--- config.mk ---
export PLATFORM = sky130hd
export DESIGN_NAME = clock_source_config_select
export DESIGN_NICKNAME = d
export VERILOG_FILES = /design/src/core/osc_cfg_pkg.sv /design/src/core/clk_divider.sv /design/src/core/pll_mult.sv /design/src/core/clock_source_config_select.sv
export VERILOG_INCLUDE_DIRS = /design/src /design/src/core
export SDC_FILE = /design/constraint.sdc
export NUM_CORES = 1
export LEC_CHECK = 0
export BUFFER_PORTS_ARGS = -buffer_cell sky130_fd_sc_hd__buf_4
export CAP_MARGIN = 20
export CORE_MARGIN = 8
export CORE_UTILIZATION = 45
export DETAILED_ROUTE_END_ITERATION = 16
export GPL_TIMING_DRIVEN = 0
export HOLD_SLACK_MARGIN = 0.02
export PLACE_DENSITY = 0.75
export SETUP_SLACK_MARGIN = 0.05
export SLEW_MARGIN = 20
export SYNTH_ARGS = -nofsm -noshare
export SYNTH_HDL_FRONTEND = slang
export SYNTH_HIERARCHICAL = 1
export SYNTH_SLANG_ARGS = --single-unit
--- constraint.sdc ---
create_clock -name sys_clk -period 5.4 [get_ports sys_clk]
set_clock_uncertainty 0.2 [all_clocks]
set_input_delay 1.08 -clock sys_clk [delete_from_list [all_inputs] [get_ports sys_clk]]
set_output_delay 1.08 -clock sys_clk [all_outputs]
set_load 0.01 [all_outputs]
--- src/core/osc_cfg_consts.svh ---
`ifndef OSC_CFG_CONSTS_SVH
`define OSC_CFG_CONSTS_SVH

// apb register offsets (byte addresses)
`define CFG_WORD_OFS      12'h000
`define CFG_STATUS_OFS    12'h004
`define CFG_POSTSCALE_OFS 12'h008

// configuration word field positions
`define CFG_CKSM_HI       15
`define CFG_CKSM_LO       14
`define CFG_SRC_HI        9
`define CFG_SRC_LO        8
`define CFG_MODE_HI       3
`define CFG_MODE_LO       0
`define CFG_WORD_MASK     24'h00C30F

// erased word and source codes
`define CFG_ERASED        24'hFFFFFF
`define SRC_PRIMARY       2'h3
`define SRC_LOW_RC        2'h2
`define SRC_FAST_RC       2'h1
`define SRC_SECONDARY     2'h0

// instruction clock ratio and pll factors
`define CYCLE_DIV         4
`define PLL_X4            5'h04
`define PLL_X8            5'h08
`define PLL_X16           5'h10

`endif

--- src/core/osc_cfg_pkg.sv ---
package osc_cfg_pkg;
    // primary oscillator operating modes
    typedef enum logic [3:0] {
        ext_clock_mode,
        ext_clock_io_mode,
        ext_rc_mode,
        ext_rc_io_mode,
        mid_crystal_mode,
        high_crystal_mode,
        low_crystal_mode,
        reserved_mode
    } primary_mode_t;
    // selected clock source
    typedef enum logic [1:0] {
        sel_primary,
        sel_secondary,
        sel_fast_rc,
        sel_low_power_rc
    } clk_source_t;
endpackage

--- src/core/clk_divider.sv ---
`timescale 1ns/1ns
// divide an input clock enable by a runtime ratio, yields one-cycle ticks
module clk_divider #(
    parameter int W = 8
) (
    input  wire logic         sys_clk,
    input  wire logic         sys_rst,
    input  wire logic         tick_in,   // input rate
    input  wire logic [W-1:0] ratio,     // divide ratio, 0 treated as 1
    output logic              tick_out   // output rate
);
    logic [W-1:0] cnt_q; // counts input ticks

    // counter wraps at ratio-1
    always_ff @(posedge sys_clk) begin
        if (sys_rst) begin
            cnt_q <= '0;
        end else if (tick_in) begin
            if (cnt_q + W'(1) >= ratio) begin
                cnt_q <= '0;
            end else begin
                cnt_q <= cnt_q + W'(1);
            end
        end
    end

    // combinational strobe on wrap
    assign tick_out = tick_in && ((cnt_q + W'(1) >= ratio) || ratio == '0);
endmodule

--- src/core/pll_mult.sv ---
`timescale 1ns/1ns
// pll model: emits mult ticks per reference tick, spread evenly is not
// attempted; burst of mult pulses is kept, one per clock
module pll_mult (
    input  wire logic       sys_clk,
    input  wire logic       sys_rst,
    input  wire logic       ref_tick,   // reference edge
    input  wire logic [4:0] mult,       // 4, 8 or 16
    output logic            out_tick    // multiplied rate
);
    logic [4:0] left_q; // pulses still owed

    // load on reference edge, count down otherwise
    always_ff @(posedge sys_clk) begin
        if (sys_rst) begin
            left_q <= '0;
        end else if (ref_tick) begin
            left_q <= mult - 5'h01;
        end else if (left_q != '0) begin
            left_q <= left_q - 5'h01;
        end
    end

    assign out_tick = ref_tick || (left_q != '0);
endmodule

--- src/core/clock_source_config_select.sv ---
`timescale 1ns/1ns
`include "osc_cfg_consts.svh"
// How it works
// system clock from exactly one source
// only primary source may use pll
// optional postscaler forms system clock
// instruction clock is system clock over four
// clock-out pin in ext clock/rc modes
// power-on source from nonvolatile config bits
// erased source field picks primary oscillator
// primary mode field picks mode and pll
// bits 15:14 unprogrammed disable switch, monitor
// 1x off, 01 switch, 00 both
// bits 9:8 pick source 11/10/01/00
// unused bit ranges read as zero
// erased word gives ext clock pll16 io
// primary mode decode per table
// pll factors only 4, 8, 16
// crystal modes need crystal across pins
// oscillator input pin never general io
// out pin follows mode field always
// switch field same in every version
// config latched at power-on, then held
module clock_source_config_select (
    input  wire logic        sys_clk,
    input  wire logic        sys_rst,        // power-on reset
    input  wire logic [23:0] cfg_word,       // nonvolatile config word
    input  wire logic        primary_tick,   // primary source edges
    input  wire logic        secondary_tick, // 32 khz source edges
    input  wire logic        fast_rc_tick,   // fast internal rc edges
    input  wire logic        slow_rc_tick,   // low-power rc edges
    input  wire logic        osc_in_pin,     // osc input, clock only
    input  wire logic        osc_out_gpio,   // gpio data for out pin
    input  wire logic        switch_req,     // request new source
    input  wire logic [1:0]  switch_src,     // source code to switch to
    input  wire logic        psel,
    input  wire logic        penable,
    input  wire logic        pwrite,
    input  wire logic [11:0] paddr,
    input  wire logic [31:0] pwdata,
    output logic [31:0]      prdata,
    output logic             pready,
    output logic             pslverr,
    output logic             sys_tick,       // system clock
    output logic             cycle_tick,     // instruction clock (fcy)
    output logic             osc_out_pin,    // out pin value
    output logic             osc_out_oe,     // out pin driven
    output logic             osc_out_is_io,  // out pin free for io
    output logic             crystal_needed, // crystal across pins
    output logic             switch_enable,  // clock switching allowed
    output logic             fail_safe_monitor // monitor enabled
);
    logic [23:0] cfg_q;       // latched config word, unused bits cleared
    logic        loaded_q;    // config captured since reset
    logic [1:0]  src_q;       // active source code
    logic [7:0]  post_q;      // postscaler ratio
    logic        cyc_q;       // registered instruction clock level
    logic [1:0]  cnt4_q;      // instruction clock phase
    logic [3:0]  mode_bits;   // primary mode field
    logic [1:0]  cksm;        // switch/monitor field
    logic        pll_on;      // primary runs through pll
    logic [4:0]  pll_factor;  // multiplier for pll
    logic        src_tick;    // chosen source tick
    logic        pll_tick;    // after pll
    logic        clkout_mode; // mode drives fcy on out pin
    osc_cfg_pkg::primary_mode_t mode;
    logic [31:0] rdata_d;     // word for the addressed register

    // capture the config once after reset release; reset loads the masked erased word,
    // so the strap value is caught by a clocked step
    always_ff @(posedge sys_clk) begin
        if (sys_rst) begin
            cfg_q    <= `CFG_ERASED & `CFG_WORD_MASK;
            loaded_q <= 1'b0;
        end else if (!loaded_q) begin
            cfg_q    <= cfg_word & `CFG_WORD_MASK; // see R6 see R12
            loaded_q <= 1'b1;
        end
    end

    // switch/monitor field, same place in all versions
    assign cksm = cfg_q[`CFG_CKSM_HI:`CFG_CKSM_LO]; // see R9
    assign switch_enable     = loaded_q && !cksm[1];
    assign fail_safe_monitor = loaded_q && (cksm == 2'b00);
    assign mode_bits = cfg_q[`CFG_MODE_HI:`CFG_MODE_LO];

    // active source: power-on field, changed only by allowed switching
    always_ff @(posedge sys_clk) begin
        if (sys_rst) begin
            src_q <= `SRC_PRIMARY;
        end else if (!loaded_q) begin
            src_q <= cfg_word[`CFG_SRC_HI:`CFG_SRC_LO]; // see R11
        end else if (switch_req && switch_enable) begin
            src_q <= switch_src;
        end
    end

    // primary mode decode; erased 1111 gives ext clock pll16 io
    always_comb begin
        mode       = osc_cfg_pkg::ext_clock_io_mode;
        pll_factor = `PLL_X4;
        pll_on     = 1'b0;
        case (mode_bits) // see R8 see R14
            4'hF: begin
                pll_on = 1'b1;
                pll_factor = `PLL_X16;
            end
            4'hE: begin
                pll_on = 1'b1;
                pll_factor = `PLL_X8;
            end
            4'hD: begin
                pll_on = 1'b1;
                pll_factor = `PLL_X4;
            end
            4'hC: mode = osc_cfg_pkg::ext_clock_io_mode;
            4'hB: mode = osc_cfg_pkg::ext_clock_mode;
            4'hA: mode = osc_cfg_pkg::reserved_mode;
            4'h9: mode = osc_cfg_pkg::ext_rc_mode;
            4'h8: mode = osc_cfg_pkg::ext_rc_io_mode;
            4'h7: begin
                mode = osc_cfg_pkg::mid_crystal_mode;
                pll_on = 1'b1;
                pll_factor = `PLL_X16;
            end
            4'h6: begin
                mode = osc_cfg_pkg::mid_crystal_mode;
                pll_on = 1'b1;
                pll_factor = `PLL_X8;
            end
            4'h5: begin
                mode = osc_cfg_pkg::mid_crystal_mode;
                pll_on = 1'b1;
                pll_factor = `PLL_X4;
            end
            4'h4: mode = osc_cfg_pkg::mid_crystal_mode;
            4'h3, 4'h2: mode = osc_cfg_pkg::high_crystal_mode;
            default: mode = osc_cfg_pkg::low_crystal_mode;
        endcase
    end

    // exactly one source feeds the chain
    always_comb begin
        case (src_q)
            `SRC_PRIMARY:   src_tick = primary_tick;
            `SRC_LOW_RC:    src_tick = slow_rc_tick;
            `SRC_FAST_RC:   src_tick = fast_rc_tick;
            default:        src_tick = secondary_tick;
        endcase
    end

    // pll only on primary path; factor limited to three values
    logic pll_out;
    pll_mult u_pll (
        .sys_clk  (sys_clk),
        .sys_rst  (sys_rst),
        .ref_tick (src_tick),
        .mult     (pll_factor),
        .out_tick (pll_out)
    );
    assign pll_tick = (pll_on && src_q == `SRC_PRIMARY) ? pll_out
                                                      : src_tick;

    // postscaler output is the system clock
    clk_divider #(.W(8)) u_post (
        .sys_clk  (sys_clk),
        .sys_rst  (sys_rst),
        .tick_in  (pll_tick),
        .ratio    (post_q),
        .tick_out (sys_tick)
    );

    // instruction clock is system clock divided by four
    always_ff @(posedge sys_clk) begin
        if (sys_rst) begin
            cnt4_q <= '0;
            cyc_q  <= 1'b0;
        end else if (sys_tick) begin
            cnt4_q <= cnt4_q + 2'h1;
            if (cnt4_q == 2'(`CYCLE_DIV / 2 - 1) ||
                cnt4_q == 2'(`CYCLE_DIV - 1)) begin
                cyc_q <= ~cyc_q;
            end
        end
    end
    assign cycle_tick = sys_tick && (cnt4_q == 2'(`CYCLE_DIV - 1));

    // out pin follows primary mode regardless of source
    assign clkout_mode = !pll_on && (mode == osc_cfg_pkg::ext_clock_mode ||
                                     mode == osc_cfg_pkg::ext_rc_mode);
    assign crystal_needed = (mode == osc_cfg_pkg::mid_crystal_mode ||
                             mode == osc_cfg_pkg::high_crystal_mode ||
                             mode == osc_cfg_pkg::low_crystal_mode);
    // the crystal mode keeps the pin off both clock-out and io
    assign osc_out_is_io = !clkout_mode && !crystal_needed &&
                           mode != osc_cfg_pkg::reserved_mode;
    assign osc_out_oe = clkout_mode || osc_out_is_io; // see R5
    assign osc_out_pin = clkout_mode ? cyc_q : osc_out_gpio;
    // input pin is only ever a clock input, no io path exists
    logic unused_in;
    assign unused_in = osc_in_pin;

    // postscaler register, software writable
    always_ff @(posedge sys_clk) begin
        if (sys_rst) begin
            post_q <= 8'h01;
        end else if (psel && penable && pwrite &&
                     paddr == `CFG_POSTSCALE_OFS) begin
            post_q <= pwdata[7:0];
        end
    end

    // apb: zero wait states, unmapped address gives error
    assign pready = 1'b1;
    always_comb begin
        rdata_d = 32'h0;
        pslverr = 1'b0;
        if (paddr == `CFG_WORD_OFS) begin
            rdata_d = {8'h00, cfg_q};
        end else if (paddr == `CFG_STATUS_OFS) begin
            rdata_d = {24'h0, crystal_needed, osc_out_is_io,
                       fail_safe_monitor, switch_enable,
                       pll_on, loaded_q, src_q};
        end else if (paddr == `CFG_POSTSCALE_OFS) begin
            rdata_d = {24'h0, post_q};
        end else begin
            pslverr = psel && penable;
        end
    end

    // read data is caught in the setup cycle, so it stands as a flop
    // output through the whole access phase at no extra wait state
    always_ff @(posedge sys_clk) begin
        if (sys_rst) begin
            prdata <= 32'h0;
        end else if (psel && !penable) begin
            prdata <= rdata_d;
        end
    end

    // own count of system ticks since the last instruction tick, so the
    // divide check does not merely restate the cnt4_q compare
    logic [2:0] seen_q; // system ticks since last instruction tick
    always_ff @(posedge sys_clk) begin
        if (sys_rst) begin
            seen_q <= '0;
        end else if (cycle_tick) begin
            seen_q <= '0;
        end else if (sys_tick) begin
            seen_q <= seen_q + 3'h1;
        end
    end
endmodule

==> summary.txt <==
Run status
  – Status: completed

Finish
  – N_diodes: 0
  – Final net count: ~480
  – Fraction of layout cells with a size suffix above 1: 30.6%
  – Area Growth Syn to Fin: 27.0%
  – Layout fillers: approximately 550
  – Final std cells w/o fill: 460

Clock network
  – Post-CTS Hold Buffers: 0
  – CTS tree: done
  – Clk_lat worst skew: 0.30 ns
  – # H-tree levels: 2
  – CTS Buffer Depth: 2
  – Clock transition at path regs: 0.09 ns
  – CTS buffer count: 5
  – Clock root cell: clkbuf_8
  – Post-CTS Setup Inserts: 0
  – Clock Sinks: 47
  – Post-CTS Resized: 0

Placed design
  – Placed cells: 452
  – Placer Congestion: 0.824
  – Port Buffers: 61
  – Dpl ws: around 0.65 ns
  – DP HPWL: approximately 5500 µm

STA
  – Final worst path period share: 88.1%
  – Minimum setup slack in the final design: 0.645 ns
  – Fmax: 0.210 GHz
  – Slew Viols, Final: 0
  – Min Tclk post-route: 4.76 ns
  – RSZ-0062 raised after global routing: no
  – Slew @ Worst Pin: 0.556 ns
  – Setup violators final: 0
  – Final setup TNS: 0 ns
  – Hold Vio Cnt, Final: 0
  – Slew headroom: between 60 and 70%

Global route
  – Vias in the first global route: 2475
  – First-pass GRT wire length: between 10000 and 15000 µm
  – Largest net degree at the start of global routing: 15
  – Total grt overflow: 0
  – Total track usage: around 16%
  – Initial antenna violation count: 0

Worst setup path
  – CP Cell Sequence: buf_4, mux4_2, buf_6, or4_4, or3_4, mux2_2, a21boi_1, and2_1, buf_4
  – Worst-path fanout max: 10
  – Arrival time at the worst endpoint: 3.48 ns
  – Slowest cell delay on critical path: a little under 0.5 ns
  – Crit Path Class: in2out
  – WP data required: 4.12 ns
  – Worst setup EP type: output port
  – Cells on worst reg2reg path: 10
  – CP max stage cell: mux4_2
  – Most used cell, CP: buf_4
  – CP Launch Type: input pin

Floorplan
  – Die X-Extent: between 90 and 100 µm
  – Die H: 94.1 µm
  – Die area: about 9000 µm²
  – Initial Utilization: 46.3%
  – Io pins: 124
  – # rows: 28
  – Area of the core: about 5900 µm²

Logic synthesis
  – Top cell type's share of synthesized area: between 30% and 40%
  – Post-Syn Instances: 293
  – Synth warn: 6
  – Post-synthesis average cell area: 9.36 µm²
  – Sequential share of the synthesized area: 34.3%
  – Distinct cells, synth: between 60 and 70
  – Async set-reset flop share out of synthesis: 0%
  – Most common flop cell mapped by yosys: dfxtp_1
  – Synth Register Bits: 47
  – Mapped Area: roughly 2700 µm²
  – Top cells by area, synth: dfxtp_1 34%, buf_4 6.0%, mux2i_1 5.8%
  – Post-synth EDFFs: 0
  – Post-synth top area cell: dfxtp_1

Detailed routing
  – DRT Pass-1 Iters: 4
  – DR WL/cell: 15.0 µm
  – Total number of vias: 2338
  – Post-Route WL: 6890 µm
  – DRC: 0
  – Avg Vias per Cell: 5.08
  – Initial detailed-routing violation count: 82
  – Antenna Nets Post-Route: 0

Power
  – IR Drop Worst-Case VDD: between 0.15 and 0.2 mV
  – Pwr Total: 810 µW
  – Leakage Power: around 0.0015 µW
  – P per Cell Area: 232 nW/µm²

Hold path
  – Hold Crit Class: reg2reg
  – Hold Path Cell Cnt: 2

Run
  – Max-cap viol count: 0
per-layer routing:
metal / track usage, % / share of wire, % / vias up
met5: 0 / 0 / -
met4: 5.15 / 1.0 / 0
met3: 5.60 / 7.9 / 5
met2: 25.3 / 45 / 76
met1: 18.9 / 46 / 1068
li1: - / - / 1189
flip-flops by register name (all words and copies together) (netlist names):
| signal | flops |
|---|---|
| u_post/cnt_q | 8 |
| cnt4_q | 2 |
| cyc_q | 1 |
| post_q | 8 |
| u_pll/left_q | 5 |
| prdata | 12 |
| loaded_q | 1 |
| src_q | 2 |
| cfg_q | 8 |
final timing paths:
path / startpoint / to / slack [ns]
min reg2reg: cfg_q[8]$_SDFFE_PP1N_ / prdata[8]$_SDFFE_PP0P_ / 0.26
max reg2reg: src_q[1]$_SDFFE_PP1P_ / u_post/cnt_q[3]$_SDFFE_PP0P_ / 2.19
max: primary_tick / cycle_tick / 0.64
min: cfg_q[8]$_SDFFE_PP1N_ / prdata[8]$_SDFFE_PP0P_ / 0.26
cells by family after synthesis:
group	share of synthesized area [%]
other cells	0.274
mux	8.71
buf+inv	10.6
flops	34.3
compound gates	16.5
fa+ha+maj	5.47
simple gates	21.2
xor+xnor	2.87
worst max-delay path, delay by kind of cell:
kind                   cells  cell delay, ns
and+or+nand+nor            3            0.98
muxes                      2            0.80
buffers and inverters      3            0.41
AOI/OAI and AO/OA          1            0.21
cells in the mapped netlist (5+ instances only):
| cell type | number |
|---|---|
| mux2i_1 | 16 |
| mux2_2 | 5 |
| nor2_1 | 17 |
| inv_1 | 12 |
| xor2_1 | 5 |
| nor3b_1 | 5 |
| buf_4 | 22 |
| nand2_1 | 33 |
| ha_1 | 12 |
| a32o_1 | 6 |
| buf_2 | 5 |
| a32oi_1 | 5 |
| nor2b_1 | 7 |
| dfxtp_1 | 47 |
| o2bb2ai_1 | 11 |
cell type report:
cell class	count	area, µm²	area share (%)
multi-input cells	221	1600	45.8
flip-flops and latches	47	941	27.0
repair buffers	61	458	13.1
plain buffers	35	243	6.96
clock buffers	7	96.3	2.76
well taps	75	93.8	2.69
inverters	13	48.8	1.40
clock inverters	1	7.51	0.215
placed cells by master, fill, tap and decap left out, drive strengths merged, types with 3 or more instances in the layout:
cell type	netlist	final
inv	12	12
mux2	5	5
and2	4	4
a22oi	5	5
a211o	3	3
nor2b	7	7
ha	12	12
or4	4	4
xnor2	4	4
mux2i	16	16
a32oi	5	5
nand3	4	4
nor2	17	17
nor3b	5	5
conb	2	25
xor2	5	5
nor4	4	4
clkbuf	4	11
o21ai	6	6
o2bb2ai	11	11
dfxtp	47	47
nand2	34	34
nand2b	5	5
buf	31	92
a21oi	4	4
a32o	6	6
nand4	3	3
metrics by stage:
stage / hold WS, ns / area (µm²) / util, %
finish: 0.261 / 3490 / 58.9
global route: 0.281 / 3490 / 58.9
CTS: 0.263 / 3490 / 58.9
detailed placement: 0.251 / 3380 / 57.1
global placement: 0.248 / 3380 / 57.1
floorplan: 0.229 / 2830 / -
power breakdown:
part	switching, µW	total [µW]	internal (µW)
clock network	120	236	117
registers	20.0	389	370
logic	88.3	184	95.8
(Power assumes the default switching activity.)
